`config.mk`:
```
export PLATFORM = sky130hd
export DESIGN_NAME = pmcd_ctrl
export DESIGN_NICKNAME = d
export VERILOG_FILES = /design/src/rtl/pmcd_pkg.sv /design/src/rtl/pmcd_ctrl.sv
export VERILOG_INCLUDE_DIRS = /design/src /design/src/rtl
export SDC_FILE = /design/constraint.sdc
export NUM_CORES = 1
export LEC_CHECK = 0
export ABC_AREA = 1
export BUFFER_PORTS_ARGS = -buffer_cell sky130_fd_sc_hd__buf_2
export CAP_MARGIN = 25
export CORE_AREA = 2 2 82 84
export DETAILED_ROUTE_END_ITERATION = 16
export DIE_AREA = 0 0 84 86
export GPL_ROUTABILITY_DRIVEN = 0
export PLACE_DENSITY = 0.74
export SLEW_MARGIN = 20
export SYNTH_ARGS = -nofsm -noshare
export SYNTH_HDL_FRONTEND = slang
export SYNTH_SLANG_ARGS = --single-unit
export TNS_END_PERCENT = 30
```
`constraint.sdc`:
```
create_clock -name clk_i -period 1.65 [get_ports clk_i]
set_clock_uncertainty 0.05 [all_clocks]
set_input_delay 0 -clock clk_i [delete_from_list [all_inputs] [get_ports clk_i]]
set_output_delay 0 -clock clk_i [all_outputs]
set_load 0.05 [all_outputs]
```
`src/rtl/pmcd_regs.svh`:
```
`ifndef PMCD_REGS_SVH
`define PMCD_REGS_SVH
// Register byte addresses.
`define PMCD_ADR_VREG     4'h0
`define PMCD_ADR_PLLCTL   4'h4
`define PMCD_ADR_PLLDIV   4'h8
`define PMCD_ADR_MODE     4'hC
// Regulator control fields.
`define PMCD_VR_REGULATOR_FREQUENCY_FIELD_LSB  0
`define PMCD_VR_VLEV_LSB  4
`define PMCD_VR_RST       8'h3B
`define PMCD_REGULATOR_FREQUENCY_FIELD_OFF     2'h0
// PLL control fields; multiplier in half steps, 20 means 10x.
`define PMCD_PC_MSEL_LSB  0
`define PMCD_PC_BYP_BIT   8
`define PMCD_PC_PDWN_BIT  9
`define PMCD_PC_SLEEP_BIT 10
`define PMCD_PC_DEEP_BIT  11
`define PMCD_MSEL_RST     7'h14
`define PMCD_MSEL_MIN     7'h01
`define PMCD_MSEL_MAX     7'h7F
// Divider fields.
`define PMCD_DV_CSEL_LSB  4
`define PMCD_SSEL_RST     4'h5
`define PMCD_CSEL_RST     2'h0
// Boot pulse length, 1 us at 100 ns.
`define PMCD_BOOT_NS      1000
`define PMCD_CLK_NS       100
`define PMCD_BOOT_CYC     ((`PMCD_BOOT_NS + `PMCD_CLK_NS - 1) / `PMCD_CLK_NS)
`endif

```
`src/rtl/pmcd_pkg.sv`:
```
package pmcd_pkg;
  typedef enum logic [2:0] {
    PMCD_FULL  = 3'h0,
    PMCD_ACT   = 3'h1,
    PMCD_SLEEP = 3'h3,
    PMCD_DEEP  = 3'h2,
    PMCD_HIB   = 3'h6
  } pmcd_mode_t;
endpackage

```
`src/rtl/pmcd_ctrl.sv`:
```
`timescale 1ns/100ps
`include "pmcd_regs.svh"
// Operation
// - Writing regulator frequency field 00 stops regulator, both clocks and core supply.
// - Hibernate ends only on clock wakeup or reset pin assertion.
// - Hibernate releases all output pins to high impedance.
// - Sleep gates core_clk only; PLL and sys_clk keep running.
// - Sleep wakeup goes to full-on if bypass clear, else active.
// - No DMA grant to level-one memory while asleep.
// - Deep sleep stops both clocks and blocks asynchronous peripherals.
// - Deep sleep: clock interrupt to active, reset pin to full-on.
// - Core voltage set through regulator register in 50 mV steps.
// - Regulator reactivation from power-down starts a boot sequence.
// - Multiplier 0.5x to 63.5x in half steps, 10x after reset.
// - New sys_clk divider applies at once without relock.
// - sys_clk divides the PLL output by sclk_select, 1 to 15.
// - core_clk divides by 1, 2, 4 or 8 from core_clk_select, dynamically.
// - Every peripheral runs from sys_clk, none from core_clk.
// - Active mode bypasses the PLL; both clocks run at input clock.
// - Multiplier written in active mode applies on next full-on entry.
// - After power-up start in full-on, PLL enabled, not bypassed.
module pmcd_ctrl #(
  parameter int BOOT_CYC = `PMCD_BOOT_CYC
) (
  input  wire logic        clk_i,
  input  wire logic        rst_i,
  input  wire logic        rst_pin_n_i,
  input  wire logic        rtc_wake_i,
  input  wire logic        rtc_irq_i,
  input  wire logic        wake_i,
  input  wire logic        dma_req_i,
  input  wire logic        wb_cyc_i,
  input  wire logic        wb_stb_i,
  input  wire logic        wb_we_i,
  input  wire logic [3:0]  wb_adr_i,
  input  wire logic [3:0]  wb_sel_i,
  input  wire logic [31:0] wb_dat_i,
  output logic      [31:0] wb_dat_o,
  output logic             wb_ack_o,
  output logic             core_clk_en_o,
  output logic             sys_clk_en_o,
  output logic             pll_en_o,
  output logic             pll_bypass_o,
  output logic [6:0]       pll_mult_o,
  output logic [3:0]       sclk_div_o,
  output logic [3:0]       core_clk_div_o,
  output logic [3:0]       vcore_level_o,
  output logic             core_supply_on_o,
  output logic             pin_oe_allow_o,
  output logic             async_block_o,
  output logic             dma_grant_o,
  output logic             boot_start_o
);
  initial
  begin
    if (BOOT_CYC < 1 || BOOT_CYC > 255)
      $error("BOOT_CYC out of range");
  end

  function automatic logic [3:0] csel_ratio(input logic [1:0] c);
    csel_ratio = 4'h1 << c;
  endfunction

  pmcd_pkg::pmcd_mode_t mode_r, mode_nxt;
  logic [7:0] vreg_r;
  logic [6:0] msel_r;
  logic [6:0] mult_r;
  logic       byp_r;
  logic       pdwn_r;
  logic [3:0] ssel_r;
  logic [1:0] csel_r;
  logic [7:0] boot_cnt_r;
  logic       ack_r;

  wire wb_req     = wb_cyc_i && wb_stb_i && !ack_r;
  wire wr_go      = wb_req && wb_we_i && wb_sel_i[0];
  wire wr_go_hi   = wb_req && wb_we_i && wb_sel_i[1];
  wire wr_vreg    = wr_go && (wb_adr_i == `PMCD_ADR_VREG);
  wire wr_pctl    = wr_go && (wb_adr_i == `PMCD_ADR_PLLCTL);
  wire wr_pctl_hi = wr_go_hi && (wb_adr_i == `PMCD_ADR_PLLCTL);
  wire wr_div     = wr_go && (wb_adr_i == `PMCD_ADR_PLLDIV);
  wire hib_req    = wr_vreg && (wb_dat_i[`PMCD_VR_REGULATOR_FREQUENCY_FIELD_LSB +: 2] == `PMCD_REGULATOR_FREQUENCY_FIELD_OFF);
  wire sleep_req  = wr_pctl_hi && wb_dat_i[`PMCD_PC_SLEEP_BIT];
  wire deep_req   = wr_pctl_hi && wb_dat_i[`PMCD_PC_DEEP_BIT];
  wire rst_ev     = !rst_pin_n_i;
  wire [6:0] msel_wr = wb_dat_i[`PMCD_PC_MSEL_LSB +: 7];
  wire        msel_ok = (msel_wr >= `PMCD_MSEL_MIN);
  wire [3:0]  ssel_wr = wb_dat_i[3:0];
  wire        is_full = (mode_r == pmcd_pkg::PMCD_FULL);
  wire        is_act  = (mode_r == pmcd_pkg::PMCD_ACT);
  wire        running = is_full || is_act;
  wire        wake_hib = rtc_wake_i || rst_ev;
  wire        boot_ev  = (mode_r == pmcd_pkg::PMCD_HIB) && wake_hib;

  // Mode machine; software requests only while running, wake events by mode.
  always_comb
  begin
    mode_nxt = mode_r;
    case (mode_r)
      pmcd_pkg::PMCD_FULL, pmcd_pkg::PMCD_ACT:
      begin
        if (hib_req)
          mode_nxt = pmcd_pkg::PMCD_HIB;
        else if (deep_req)
          mode_nxt = pmcd_pkg::PMCD_DEEP;
        else if (sleep_req)
          mode_nxt = pmcd_pkg::PMCD_SLEEP;
        else if (wr_pctl_hi)
          mode_nxt = wb_dat_i[`PMCD_PC_BYP_BIT] ? pmcd_pkg::PMCD_ACT : pmcd_pkg::PMCD_FULL;
      end
      pmcd_pkg::PMCD_SLEEP:
      begin
        if (rst_ev)
          mode_nxt = pmcd_pkg::PMCD_FULL;
        else if (wake_i || rtc_irq_i)
          mode_nxt = byp_r ? pmcd_pkg::PMCD_ACT : pmcd_pkg::PMCD_FULL;
      end
      pmcd_pkg::PMCD_DEEP:
      begin
        if (rst_ev)
          mode_nxt = pmcd_pkg::PMCD_FULL;
        else if (rtc_irq_i)
          mode_nxt = pmcd_pkg::PMCD_ACT;
      end
      pmcd_pkg::PMCD_HIB:
      begin
        if (wake_hib)
          mode_nxt = pmcd_pkg::PMCD_FULL;
      end
      default: mode_nxt = pmcd_pkg::PMCD_FULL;
    endcase
  end

  always_ff @(posedge clk_i)
  begin
    if (rst_i)
    begin
      mode_r <= pmcd_pkg::PMCD_FULL;
      vreg_r <= `PMCD_VR_RST;
      msel_r <= `PMCD_MSEL_RST;
      mult_r <= `PMCD_MSEL_RST;
      byp_r  <= 1'b0;
      pdwn_r <= 1'b0;
      ssel_r <= `PMCD_SSEL_RST;
      csel_r <= `PMCD_CSEL_RST;
      ack_r  <= 1'b0;
    end
    else
    begin
      mode_r <= mode_nxt;
      ack_r  <= wb_req;
      if (wr_vreg)
        vreg_r <= wb_dat_i[7:0];
      if (wr_pctl && msel_ok)
        msel_r <= msel_wr;
      if (wr_pctl_hi && running)
      begin
        byp_r  <= wb_dat_i[`PMCD_PC_BYP_BIT];
        pdwn_r <= wb_dat_i[`PMCD_PC_PDWN_BIT] && wb_dat_i[`PMCD_PC_BYP_BIT];
      end
      // The multiplier only reaches the PLL on entering or staying in full-on.
      if (mode_nxt == pmcd_pkg::PMCD_FULL)
        mult_r <= (wr_pctl && msel_ok) ? msel_wr : msel_r;
      if (wr_div && ssel_wr != 4'h0)
        ssel_r <= ssel_wr;
      if (wr_div)
        csel_r <= wb_dat_i[`PMCD_DV_CSEL_LSB +: 2];
    end
  end

  // Boot pulse counter; a pulse longer than one cycle lets slow boot logic see it.
  always_ff @(posedge clk_i)
  begin
    if (rst_i)
      boot_cnt_r <= 8'h00;
    else if (boot_ev)
      boot_cnt_r <= 8'(BOOT_CYC);
    else if (boot_cnt_r != 8'h00)
      boot_cnt_r <= boot_cnt_r - 8'h01;
  end

  wire [31:0] rd_mux =
    (wb_adr_i == `PMCD_ADR_VREG)   ? {24'h000000, vreg_r} :
    (wb_adr_i == `PMCD_ADR_PLLCTL) ? {22'h000000, pdwn_r, byp_r, 1'b0, msel_r} :
    (wb_adr_i == `PMCD_ADR_PLLDIV) ? {26'h0000000, csel_r, ssel_r} :
    (wb_adr_i == `PMCD_ADR_MODE)   ? {29'h00000000, mode_r} : 32'h00000000;

  always_ff @(posedge clk_i)
  begin
    if (rst_i)
      wb_dat_o <= 32'h00000000;
    else if (wb_req && !wb_we_i)
      wb_dat_o <= rd_mux;
  end

  assign wb_ack_o         = ack_r;
  assign core_clk_en_o    = running;
  assign sys_clk_en_o     = running || (mode_r == pmcd_pkg::PMCD_SLEEP);
  assign pll_en_o         = is_full || (mode_r == pmcd_pkg::PMCD_SLEEP) || (is_act && !pdwn_r);
  assign pll_bypass_o     = is_act;
  assign pll_mult_o       = mult_r;
  assign sclk_div_o       = is_act ? 4'h1 : ssel_r;
  assign core_clk_div_o       = is_act ? 4'h1 : csel_ratio(csel_r);
  assign vcore_level_o    = vreg_r[`PMCD_VR_VLEV_LSB +: 4];
  assign core_supply_on_o = (mode_r != pmcd_pkg::PMCD_HIB);
  assign pin_oe_allow_o   = (mode_r != pmcd_pkg::PMCD_HIB);
  assign async_block_o    = (mode_r == pmcd_pkg::PMCD_DEEP) || (mode_r == pmcd_pkg::PMCD_HIB);
  assign dma_grant_o      = dma_req_i && running;
  assign boot_start_o     = (boot_cnt_r != 8'h00);
endmodule // pmcd_ctrl

```
==> flow_results.org, run 1 <==
** Status
- The run finished with clean final reports.

** Floorplanning
- The floorplan step defined a die boundary enclosing 7220 µm².
- The total area inside the core boundary comes to 6280 µm².
- Number of cell rows :: 29
- For this configuration, the core starts out at a cell density of 42.1%.
- Die boundary width :: 84 µm
- The die is 86 µm tall.
- Count of pins on the block boundary :: 111

** STA
- After routing, the total negative slack on setup checks comes to 0 ns.
- Setup slack on the critical path of the routed design comes to 0.00299 ns.
- Max Fclk :: 607 MHz
- In the finished design, the share of the clock period the worst path needs comes to 99.8%.
- Setup repair after global routing missed its margin :: yes
- Number of max-slew violations in the final report :: 0
- The hold violation total from the final report is 0.
- Setup violations remaining at the end of the flow were counted as 0.
- Time the worst path needs with I/O delays and setup :: 1.65 ns

** Drt
- Detailed-route vias per instance :: 4.93
- The first routing iteration left 111 violations.
- First-pass iteration count of the detailed router :: 4
- After detailed routing, the average wire length per cell comes to 12.6 µm.
- The routed design has 6.84 mm of wire.
- Remaining antenna violation count after routing :: 0
- Count of vias placed by the detailed router :: 2674
- Number of remaining DRC errors :: 0

** Global routing
- The first global-routing pass estimated 11.1 mm of wire.
- Entering global routing, the biggest net connects 20 pins.
- Total gr overflow :: 0
- The number of global-route vias before repair was 2501.
- Global Route Usage Sum :: 19.0%
- Antenna violations before repair :: 0

** Setup path
- Critical-path cell list :: inv_1, ha_1, nand3_1, or2_4, nor2_4, inv_2, buf_6
- Critical-path top delay cell :: sky130_fd_sc_hd__dfxtp_1
- Biggest cell delay along the critical path :: 0.33 ns
- Data arrives at the worst endpoint at 1.60 ns.
- At the worst endpoint, the required time is 1.60 ns.
- In this run the worst path has a maximum fanout of 4.
- The worst setup path is of the reg -> out kind.
- Type of origin of the critical path :: flip-flop
- Source of the critical timing path :: boot_cnt_r[0]
- In this run the critical register-to-register path is launched from wb_ack_o.
- Critical Path Sink Type :: output port

** Placement
- Worst Setup Slack post-DPL :: -0.0187 ns
- Number of buffers inserted by port buffering :: 66
- After legalization and detailed placement, the total HPWL measured 5.01 mm.
- In this run the cell area measured after placement is 3050 µm².

** Power and ir drop
- IR analysis of the VDD net gives a maximum drop of 0.920 mV.
- Leakage Power :: 1.69 nW
- For this design the ratio of total power to cell area is 970 nW/µm².

** Cells and area
- For this run, the post-layout net count is 515.
- Top library cells by usage in the layout, fill and taps aside :: 71 x sky130_fd_sc_hd__nand2_1, 63 x sky130_fd_sc_hd__buf_2, 51 x sky130_fd_sc_hd__dfxtp_1
- Finished Core Util :: 53.6%
- Area growth from synthesis to final layout :: 27.1%
- Inserted Diodes :: 0
- Fill cells in the final layout number 623.
- Most common cell after layout, fill and taps aside :: sky130_fd_sc_hd__nand2_1
- Layout cells sized above 1 :: 29.0%
- With fillers left out, the area of the finished cells amounts to 3360 µm².

** Synthesis
- Post-synthesis sequential area ratio :: 39.4%
- Synthesis instantiated 35 different standard cells from the library.
- Of the post-synthesis cell area, the dominant cell type holds 39.4%.
- Yosys Warn Count :: 0
- After technology mapping, the gate count stands at 375.
- Synthesized area :: 2650 µm²
- Synth area leader :: sky130_fd_sc_hd__dfxtp_1
- By area the synthesized netlist is led by sky130_fd_sc_hd__dfxtp_1 39%, sky130_fd_sc_hd__nand2_1 11%, sky130_fd_sc_hd__buf_4 7.9%.
- Each instance of the synthesized netlist takes up on average 7.05 µm².
- Flip-flop and latch count after synthesis :: 52

** Clock network
- TritonCTS built the clock tree.
- Number of buffers on the longest clock path :: 2
- Clock Sink Count :: 52
- CTS H-tree depth :: 2
- Clock root buffer :: sky130_fd_sc_hd__clkbuf_8
- After clock tree synthesis, the clock-pin slew on the worst setup and hold paths is 0.10 ns.
- Clock latency on the worst-skew pair :: 0.32 ns
- Counting the buffers created by CTS gives 5.

** Min path
- In this run the most critical hold path is launched from rtc_wake_i.
- Worst min path class :: in -> reg

** Run
- Total of max-cap violations :: 0
flip-flops by register name, summed over array words and instances (netlist names):
signal / cells
boot_cnt_r: 8
byp_r: 1
csel_r: 2
mode_r: 3
msel_r: 7
pdwn_r: 1
pll_mult_o: 7
ssel_r: 4
vreg_r: 8
wb_ack_o: 1
wb_dat_o: 10
per-stage QoR:
step	cells	hold WS [ns]	power (mW)
5_1_grt	542	0.104	3.45
4_1_cts	542	0.0465	3.28
2_1_floorplan	396	0.0763	2.18
3_5_place_dp	520	0.204	2.35
3_3_place_gp	520	0.180	2.33
6_report	542	0.0621	3.26
timing repair:
action	in CTS	in global routing
hold buffers	13	0
setup buffers	1	0
hold endpoints to repair	22	0
setup endpoints to repair	14	19
resized for setup	8	16
pin swaps	1	8
synth_stat cells:
library cell	number
sky130_fd_sc_hd__a31oi_1	4
sky130_fd_sc_hd__xor2_1	1
sky130_fd_sc_hd__o21a_1	1
sky130_fd_sc_hd__nor2_8	1
sky130_fd_sc_hd__or2_2	5
sky130_fd_sc_hd__and2_1	1
sky130_fd_sc_hd__buf_4	28
sky130_fd_sc_hd__dfxtp_1	52
sky130_fd_sc_hd__nor2_2	4
sky130_fd_sc_hd__buf_2	1
sky130_fd_sc_hd__ha_1	1
sky130_fd_sc_hd__a32oi_1	1
sky130_fd_sc_hd__nand2_1	75
sky130_fd_sc_hd__conb_1	1
sky130_fd_sc_hd__o211ai_1	1
sky130_fd_sc_hd__nand3_2	3
sky130_fd_sc_hd__inv_2	5
sky130_fd_sc_hd__nand2_2	1
sky130_fd_sc_hd__clkbuf_1	5
sky130_fd_sc_hd__o21ai_0	15
sky130_fd_sc_hd__inv_1	32
sky130_fd_sc_hd__xnor2_1	2
sky130_fd_sc_hd__o22ai_1	3
sky130_fd_sc_hd__a21oi_1	25
sky130_fd_sc_hd__or2_1	2
sky130_fd_sc_hd__clkinv_1	2
sky130_fd_sc_hd__nor2_1	49
sky130_fd_sc_hd__nor2_4	5
sky130_fd_sc_hd__nand4_1	3
sky130_fd_sc_hd__nand3_1	33
sky130_fd_sc_hd__a21boi_0	2
sky130_fd_sc_hd__o21bai_1	1
sky130_fd_sc_hd__a21oi_2	1
sky130_fd_sc_hd__o21ai_1	5
sky130_fd_sc_hd__nor3_1	4
cell type report:
type / instances / area [µm²] / share of cell area [%]
inverter: 39 / 149 / 4.43
sequential: 52 / 1040 / 31.0
multi-input combinational: 271 / 1390 / 41.2
tap: 77 / 96.3 / 2.87
clock inverter: 3 / 28.8 / 0.856
clock buffer: 5 / 68.8 / 2.05
timing repair buffer: 95 / 592 / 17.6
logic make-up after synthesis:
family                   after synthesis  synth area share, %
buffers and inverters                 73                 14.4
flip-flops                            52                 39.4
other                                  1                0.142
AO/OA/AOI/OAI                         59                 12.3
AND/OR/NAND/NOR                      186                 32.4
adder cells (fa/ha/maj)                1                0.473
XOR/XNOR                               3                0.994
final timing paths:
kind,to,slack (ns),depth (start not counted)
worst min-delay path,boot_cnt_r[3],0.06,4
worst min register to register,wb_dat_o[8],0.42,2
worst max register to register,pll_mult_o[4],0.03,10
worst max-delay path,boot_start_o,0.003,7
metal layers:
| metal | share of wire [%] | GRT usage, % | vias up |
|---|---|---|---|
| li1 | - | - | 1337 |
| met1 | 43 | 23.7 | 1227 |
| met2 | 48 | 32.9 | 103 |
| met3 | 7.9 | 4.33 | 7 |
| met4 | 1.1 | 5.57 | 0 |
| met5 | 0 | 0 | - |
power breakdown:
part,internal [mW],total [mW],switching [mW]
registers,1.36,1.44,0.0774
logic,0.398,1.03,0.633
clock network,0.321,0.795,0.473
critical path: cells and delay by family, from the launching register on:
| kind | cells | cell delay, ns |
|---|---|---|
| buffers and inverters | 3 | 0.30 |
| adders and majority gates | 1 | 0.17 |
| and+or+nand+nor | 3 | 0.48 |
| DFF | 1 | 0.33 |
(Power assumes the default switching activity.)
==> run 2: changes to the inputs <==
--- a/config.mk
+++ b/config.mk
@@ -7,13 +7,13 @@
 export NUM_CORES = 1
 export LEC_CHECK = 0
 export ABC_AREA = 1
-export BUFFER_PORTS_ARGS = -buffer_cell sky130_fd_sc_hd__buf_2
 export CAP_MARGIN = 25
-export CORE_AREA = 2 2 82 84
+export CORE_AREA = 2 2 72 74
 export DETAILED_ROUTE_END_ITERATION = 16
-export DIE_AREA = 0 0 84 86
+export DIE_AREA = 0 0 74 76
+export DONT_BUFFER_PORTS = 1
 export GPL_ROUTABILITY_DRIVEN = 0
-export PLACE_DENSITY = 0.74
+export PLACE_DENSITY = 0.73
 export SLEW_MARGIN = 20
 export SYNTH_ARGS = -nofsm -noshare
 export SYNTH_HDL_FRONTEND = slang
==> flow_results.org, run 2 (synthesized netlist as in run 1, its figures left out) <==
** STA
- Setup repair after global routing missed its margin :: yes
- Worst-Margin Slew :: 0.767 ns
- The worst pin sits at a relative slew slack of 48.7%.
- Final number of setup-violating endpoints :: 4 (+4)
- The minimum hold slack was 0.00578 ns (-0.0563 ns).
- Time the worst path needs with I/O delays and setup :: 1.66 ns (+0.0132 ns)
- The number of max-slew violations in the final report came to 0 (unchanged).
- Final Cycle Share :: 101% (+0.80 points)
- The hold violation total from the final report was 0 (unchanged).
- Final worst-path setup slack :: -0.0102 ns (-0.0132 ns)
- Max Fclk :: 602 MHz (-0.80%)

** Clock network
- Clock root buffer :: sky130_fd_sc_hd__clkbuf_8
- The largest buffer count on any clock path was 2 (unchanged).
- Clock-pin transition on the worst setup and hold timing paths :: 0.10 ns (about the same)
- Clock latency on the worst-skew pair :: 0.31 ns (about the same)
- Clock Sink Count :: 52 (unchanged)
- CTS H-tree depth :: 2 (unchanged)
- Clock buffer count from CTS :: 5 (unchanged)
- TritonCTS built the clock tree.

** Floorplanning
- The standard-cell row count came to 26 (-10%).
- Count of pins on the block boundary :: 111 (unchanged)
- Area inside the core boundary :: 4910 µm² (-22%)
- Full die area :: 5620 µm² (-22%)
- Die Y-Extent :: 76 µm (-12%)
- Starting Density :: 53.8% (+12 points)
- Die boundary width :: 74 µm (-12%)

** Setup path
- The flop-to-flop setup slack came to -0.01 ns (-0.04 ns).
- Counting stages on the worst path, the most repeated cell is sky130_fd_sc_hd__nor2_2.
- The worst register-to-register path begins at wb_ack_o.
- In this run the critical register-to-register path is captured at pll_mult_o[3].
- R2r worst-path depth :: 10 (unchanged)
- Source of the critical timing path :: wb_ack_o
- STA classifies the critical path endpoint as a flip-flop.
- The most critical setup path has its endpoint at pll_mult_o[3].
- Traced cell by cell, the critical path runs through inv_2, nand4_1, nor2_2, buf_4, o21ai_0, nor2_2, nor2_4, nand3_1, nand2_1, nor2_1.
- The peak per-stage delay on the critical path came to 0.36 ns (+0.03 ns).
- The slowest stage of the critical path belongs to the cell sky130_fd_sc_hd__dfxtp_2.
- Type of origin of the critical path :: flip-flop
- Setup Crit Path Kind :: reg -> reg
- The arrival time reported for the critical path endpoint was 1.82 ns (+0.22 ns).
- Crit path required time :: 1.81 ns (+0.21 ns)
- Max Fanout on Critical Path :: 7 (+3)

** Status
- Violations in the final reports :: negative setup slack
- Run status :: complete, but fails checks

** Min path
- Worst min path class :: in -> reg

** Global routing
- Global Route Usage Sum :: 24.1% (+5.1 points)
- Total gr overflow :: 0 (unchanged)
- The initial antenna violation count came to 0 (unchanged).
- The number of global-route vias before repair came to 2426 (-3.0%).
- Largest net degree at the start of global routing :: 21 (+5.0%)
- First-pass GRT wire length :: 10.8 mm (-3.2%)

** Cells and area
- The proportion of layout cells with a drive suffix above 1 is 28.3% (-0.78 points).
- Top library cells by usage in the layout, fill and taps aside :: 68 x sky130_fd_sc_hd__nand2_1, 59 x sky130_fd_sc_hd__buf_4, 48 x sky130_fd_sc_hd__dfxtp_1
- Most flops, register :: wb_dat_o
- Area growth from synthesis to final layout :: 29.2%
- Most common cell after layout, fill and taps aside :: sky130_fd_sc_hd__nand2_1
- The largest registers in the layout are wb_dat_o x10, boot_cnt_r x8, vreg_r x8.
- Inserted Diodes :: 0 (unchanged)
- The net count reported at finish was 496 (-3.7%).
- The non-filler instance count after layout was 516 (-4.8%).
- Number of flip-flops under the largest register name :: 10 (unchanged)
- Finished Core Util :: 69.6% (+16 points)

** Drt
- Count of vias placed by the detailed router :: 2613 (-2.3%)
- The iteration count of the initial detailed-routing pass is 4 (unchanged).
- The number of nets still failing antenna checks after routing was 0 (unchanged).
- The met1 wire length was 2.80 mm (-5.4%).
- First-iteration detailed-routing DRC count :: 170 (+53%)
- The detail-routed net length per standard cell was 13.4 µm (+6.6%).
- The routed via count divided by cell count was 5.06 (+2.6%).
- The amount of wire on met2 after detailed routing was 3.57 mm (+9.3%).
- The wire length after detailed routing was 6.94 mm (+1.5%).
- The detailed router used layers up to and including met4.
- Metal3 WL :: 493 µm (-9.0%)
- Number of remaining DRC errors :: 0 (unchanged)

** Placement
- Detail Placement HPWL :: 4.80 mm (-4.3%)
- Worst Setup Slack post-DPL :: 0.0426 ns (+0.0613 ns)
- Count of placed standard cells including taps :: 485 (-6.7%)
- Number of buffers inserted by port buffering :: 0 (-100%)

** Power and ir drop
- The power per standard cell area was 937 nW/µm² (-3.4%).
- The leakage dissipation was 1.64 nW (-2.9%).
- The total power after layout is 3.20 mW (-1.8%).
- Worst VDD drop :: 0.723 mV (-21%)

** Run
- The number of max-cap violations is 0 (unchanged).
==> run 2: layout make-up <==
class                      instances  area [µm²]
timing repair buffer              76         613
sequential                        52        1050
inverter                          39         146
clock buffer                       6        82.6
multi-input combinational        271        1430
fill                             407        1490
clock inverter                     2        15.0
tap                               70        87.6
==> run 2: worst min-delay path by stage <==
stage | startpoint | to | cells after the start
detailed placement | rst_i | ssel_r[3] | 1
floorplan | wb_dat_i[0] | ssel_r[0] | 2
global route | rtc_wake_i | mode_r[2] | 3
finish | rtc_wake_i | boot_cnt_r[3] | 3
CTS | wb_dat_i[1] | mode_r[1] | 5
global placement | rst_i | ssel_r[1] | 1
==> run 2: repair_timing <==
action,in CTS,in global routing
pin swaps,0,9
resized for setup,4,30
endpoints found under the setup margin,2,19
hold endpoints to repair,51,2
hold buffers,15,2
setup buffers,0,6
==> run 2: worst max-delay path: cells and delay by family (launching register included) <==
kind	cells	cell delay [ns]
simple gates	7	0.75
flops	1	0.36
compound gates	1	0.21
buf+inv	2	0.19
==> run 2: layer usage <==
layer,vias up,global-route usage (%)
met4,0,6.36
met3,10,5.16
li1,1299,-
met5,-,0
met2,96,41.2
met1,1208,30.2
==> run 2: per-stage QoR <==
step,cell area (µm²),TNS (ns)
after floorplan,2750,-1.11
final,3420,-0.0270
after CTS,3260,0
after global placement,3000,0
after global routing,3420,-1.10
after detailed placement,3000,0
==> run 2: where the power goes <==
group          internal (mW)  switching (mW)
clock                  0.340           0.432
sequential              1.36          0.0792
combinational          0.376           0.615
==> run 3: changes to the inputs <==
--- a/config.mk
+++ b/config.mk
@@ -14,6 +14,7 @@
 export DONT_BUFFER_PORTS = 1
 export GPL_ROUTABILITY_DRIVEN = 0
 export PLACE_DENSITY = 0.73
+export SETUP_SLACK_MARGIN = 0.5
 export SLEW_MARGIN = 20
 export SYNTH_ARGS = -nofsm -noshare
 export SYNTH_HDL_FRONTEND = slang
==> constraint.sdc (replaced) <==
create_clock -name clk_i -period 1.4 [get_ports clk_i]
set_clock_uncertainty 0.05 [all_clocks]
set_input_delay 0 -clock clk_i [delete_from_list [all_inputs] [get_ports clk_i]]
set_output_delay 0 -clock clk_i [all_outputs]
set_load 0.05 [all_outputs]
==> flow_results.org, run 3 (synthesized netlist as in run 1, its figures left out) <==
** Clock network
- Clock tree from TritonCTS :: built
- In this run the clock root is driven by a sky130_fd_sc_hd__clkbuf_8.
- Clock buffer count from CTS :: 5 (unchanged)
- Number of buffers on the longest clock path :: 2 (unchanged)
- CTS Hold Bufs :: 11 (-4)
- The clock transition time at the flip-flop clock pins of the worst setup and hold paths was 0.10 ns (about the same).
- The number of sinks on the clock net came to 52 (unchanged).
- CTS H-tree depth :: 2 (unchanged)
- Clock latency on the worst-skew pair :: 0.32 ns (about the same)

** Setup path
- STA classifies the critical path startpoint as a flip-flop.
- Max Fanout on Critical Path :: 4 (-3)
- Worst r2r dst :: ssel_r[1]
- R2r worst-path depth :: 11 (+1)
- The required time at the worst-slack endpoint came to 1.50 ns (-0.31 ns).
- STA classifies the critical path endpoint as a flip-flop.
- The flop-to-flop setup slack is -0.34 ns (-0.33 ns).
- Startpoint of the worst register-to-register path :: wb_ack_o
- Data arrival time of the worst path :: 1.84 ns (+0.02 ns)
- The worst setup path is of the reg -> reg kind.

** Floorplanning
- The initial cell density of the core came to 53.8% (unchanged).
- Full die area :: 5620 µm² (unchanged)
- Count of pins on the block boundary :: 111 (unchanged)
- Die boundary width :: 74 µm (unchanged)
- The area of the placeable core was 4910 µm² (unchanged).
- The vertical extent of the die was 76 µm (unchanged).
- The standard-cell row count came to 26 (unchanged).

** Global routing
- Global Route Usage Sum :: 36.3% (+12 points)
- Via count of the first global-routing pass :: 3125 (+29%)
- Largest net degree at the start of global routing :: 20 (-4.8%)
- The total overflow reported by the global router was 0 (unchanged).
- Antenna violations before repair :: 0 (unchanged)
- First-pass GRT wire length :: 15.8 mm (+46%)

** STA
- The final-report setup violation count is 60 (+56).
- The relative max-transition margin came to 38.9% (-9.8 points).
- Number of max-slew violations in the final report :: 0 (unchanged)
- The post-route minimum period was 1.74 ns (+0.0790 ns).
- Worst-Margin Slew :: 0.916 ns (+0.149 ns)
- Final Cycle Share :: 124% (+24 points)
- The highest attainable clock frequency is 575 MHz (-4.5%).
- Final hold viol count :: 3 (+3)
- Worst-case hold slack :: -0.118 ns (-0.124 ns)
- Setup repair after global routing could not meet its margin everywhere.
- Final worst-path setup slack :: -0.339 ns (-0.329 ns)

** Drt
- The wire length after detailed routing was 12.4 mm (+79%).
- Remaining antenna violation count after routing :: 0 (unchanged)
- The initial detailed-routing violation count was 453 (+170%).
- The detail-routed net length per standard cell is 22.4 µm (+67%).
- The DRC violation count after routing was 0 (unchanged).
- The iteration count of the initial detailed-routing pass was 5 (+1).
- The count of vias placed by the detailed router is 3392 (+30%).
- The routed via count divided by cell count was 6.12 (+21%).

** Placement
- Detail Placement HPWL :: 5.14 mm (+7.1%)
- Number of buffers inserted by port buffering :: 0 (unchanged)
- The instance count after placement with tap cells included came to 508 (+4.7%).
- The pre-CTS setup slack came to -0.172 ns (-0.215 ns).

** Power and ir drop
- The part of the total power dissipated in sequential elements came to 35.5% (-9.4 points).
- The net switching fraction of the power was 38.1% (+2.9 points).
- The fraction of power consumed by combinational cells was 43.3% (+12 points).
- The internal portion of total power came to 3.00 mW (+45%).
- The worst ir drop on vdd came to 0.986 mV (+36%).
- The power per standard cell area is 1090 nW/µm² (+16%).
- Leakage Power :: 1.99 nW (+21%)
- Switch Pwr :: 1.85 mW (+64%)
- Clock network power share :: 21.2% (-2.9 points)

** Run
- Total of max-cap violations :: 0 (unchanged)

** Cells and area
- Top library cells by usage in the layout, fill and taps aside :: 54 x sky130_fd_sc_hd__nand2_1, 47 x sky130_fd_sc_hd__buf_4, 38 x sky130_fd_sc_hd__buf_6
- Area growth from synthesis to final layout :: 68.3%
- Leaving out fill and tap cells, the most frequent cell in the layout is sky130_fd_sc_hd__nand2_1.
- The number of flip-flops in the largest register is 10 (unchanged).
- Fin cells :: 554 (+7.4%)
- wb_dat_o holds more flip-flops than any other register.
- The net count reported at finish was 534 (+7.7%).
- Inserted Diodes :: 0 (unchanged)
- Regs by FF count :: wb_dat_o x10, boot_cnt_r x8, vreg_r x8
- Layout cells sized above 1 :: 49.2% (+21 points)

** Min path
- Number of cells traversed by the worst hold path :: 3 (unchanged)
- Hold Startpoint :: wb_stb_i
- Worst min path class :: in -> reg
- Worst-case hold path end point :: wb_ack_o

** Status
- Violations in the final reports :: negative hold slack, negative setup slack
- Run status :: complete, but fails checks
[run 3: cell types whose count changed in the layout (fill, tap and decap cells not counted), sizes merged]
cell          before  now
dlygate4sd3       17   10
inv               37   38
clkbuf             6    7
clkinv             2    1
clkinvlp           2    1
buf               59  103
dlymetal6s4s       0    1
[run 3: timing repair]
item | in CTS | in global routing
gates resized for setup | 107 | 61
setup endpoints to repair | 87 | 89
endpoints found under the hold margin | 42 | 2
gates cloned | 1 | 0
pin swaps | 31 | 30
buffers inserted | 14 | 12
[run 3: worst max path at each step]
| stage | startpoint | endpoint | slack, ns |
|---|---|---|---|
| detailed placement | wb_ack_o | pll_mult_o[2] | -0.17 |
| finish | wb_ack_o | ssel_r[1] | -0.34 |
| global route | mode_r[0] | pll_mult_o[5] | -0.41 |
| floorplan | mode_r[2] | core_clk_div_o[1] | -0.26 |
| global placement | wb_ack_o | pll_mult_o[4] | -0.14 |
| CTS | mode_r[2] | sclk_div_o[2] | -0.20 |
[run 3: metrics by stage]
stage               utilization [%]  instance area (µm²)  power (mW)  TNS [ns]
finish                         90.6                 4450        4.85    -10.67
global route                   90.6                 4450        4.98    -13.86
CTS                            84.4                 4150        4.26     -4.02
detailed placement             69.9                 3430        2.86     -2.25
global placement               69.9                 3430        2.83     -1.45
floorplan                         -                 2900        2.59     -3.92
[run 3: metal layers]
layer	vias to the layer above	wire, µm	track usage, %
met5	-	0	0
met4	0	1210	17.8
met3	137	1420	8.07
met2	330	5770	61.5
met1	1554	4020	42.1
li1	1371	-	-
[run 3: power groups by stage]
stage	sequential, mW	clock (mW)	combinational (mW)
floorplan	1.74	0	0.849
global placement	1.69	0	1.14
detailed placement	1.70	0	1.16
CTS	1.69	0.991	1.58
global route	1.72	1.07	2.19
finish	1.72	1.03	2.10
[run 3: cell type report]
| type | count | area (µm²) |
|---|---|---|
| clock buffers | 7 | 97.6 |
| inverters | 39 | 163 |
| multi-input cells | 271 | 1810 |
| well taps | 70 | 87.6 |
| clock inverters | 1 | 8.76 |
| repair buffers | 114 | 1210 |
| fillers | 179 | 462 |
| flip-flops and latches | 52 | 1070 |
[run 3: critical path: stages (launching register included)]
cell,delay [ns]
sky130_fd_sc_hd__dfxtp_4,0.36
sky130_fd_sc_hd__inv_2,0.05
sky130_fd_sc_hd__buf_4,0.10
sky130_fd_sc_hd__buf_6,0.09
sky130_fd_sc_hd__nand3_4,0.09
sky130_fd_sc_hd__inv_2,0.08
sky130_fd_sc_hd__nand3_4,0.10
sky130_fd_sc_hd__nor2_4,0.15
sky130_fd_sc_hd__inv_2,0.06
sky130_fd_sc_hd__or2_4,0.28
sky130_fd_sc_hd__nand2_1,0.08
sky130_fd_sc_hd__a21oi_1,0.09
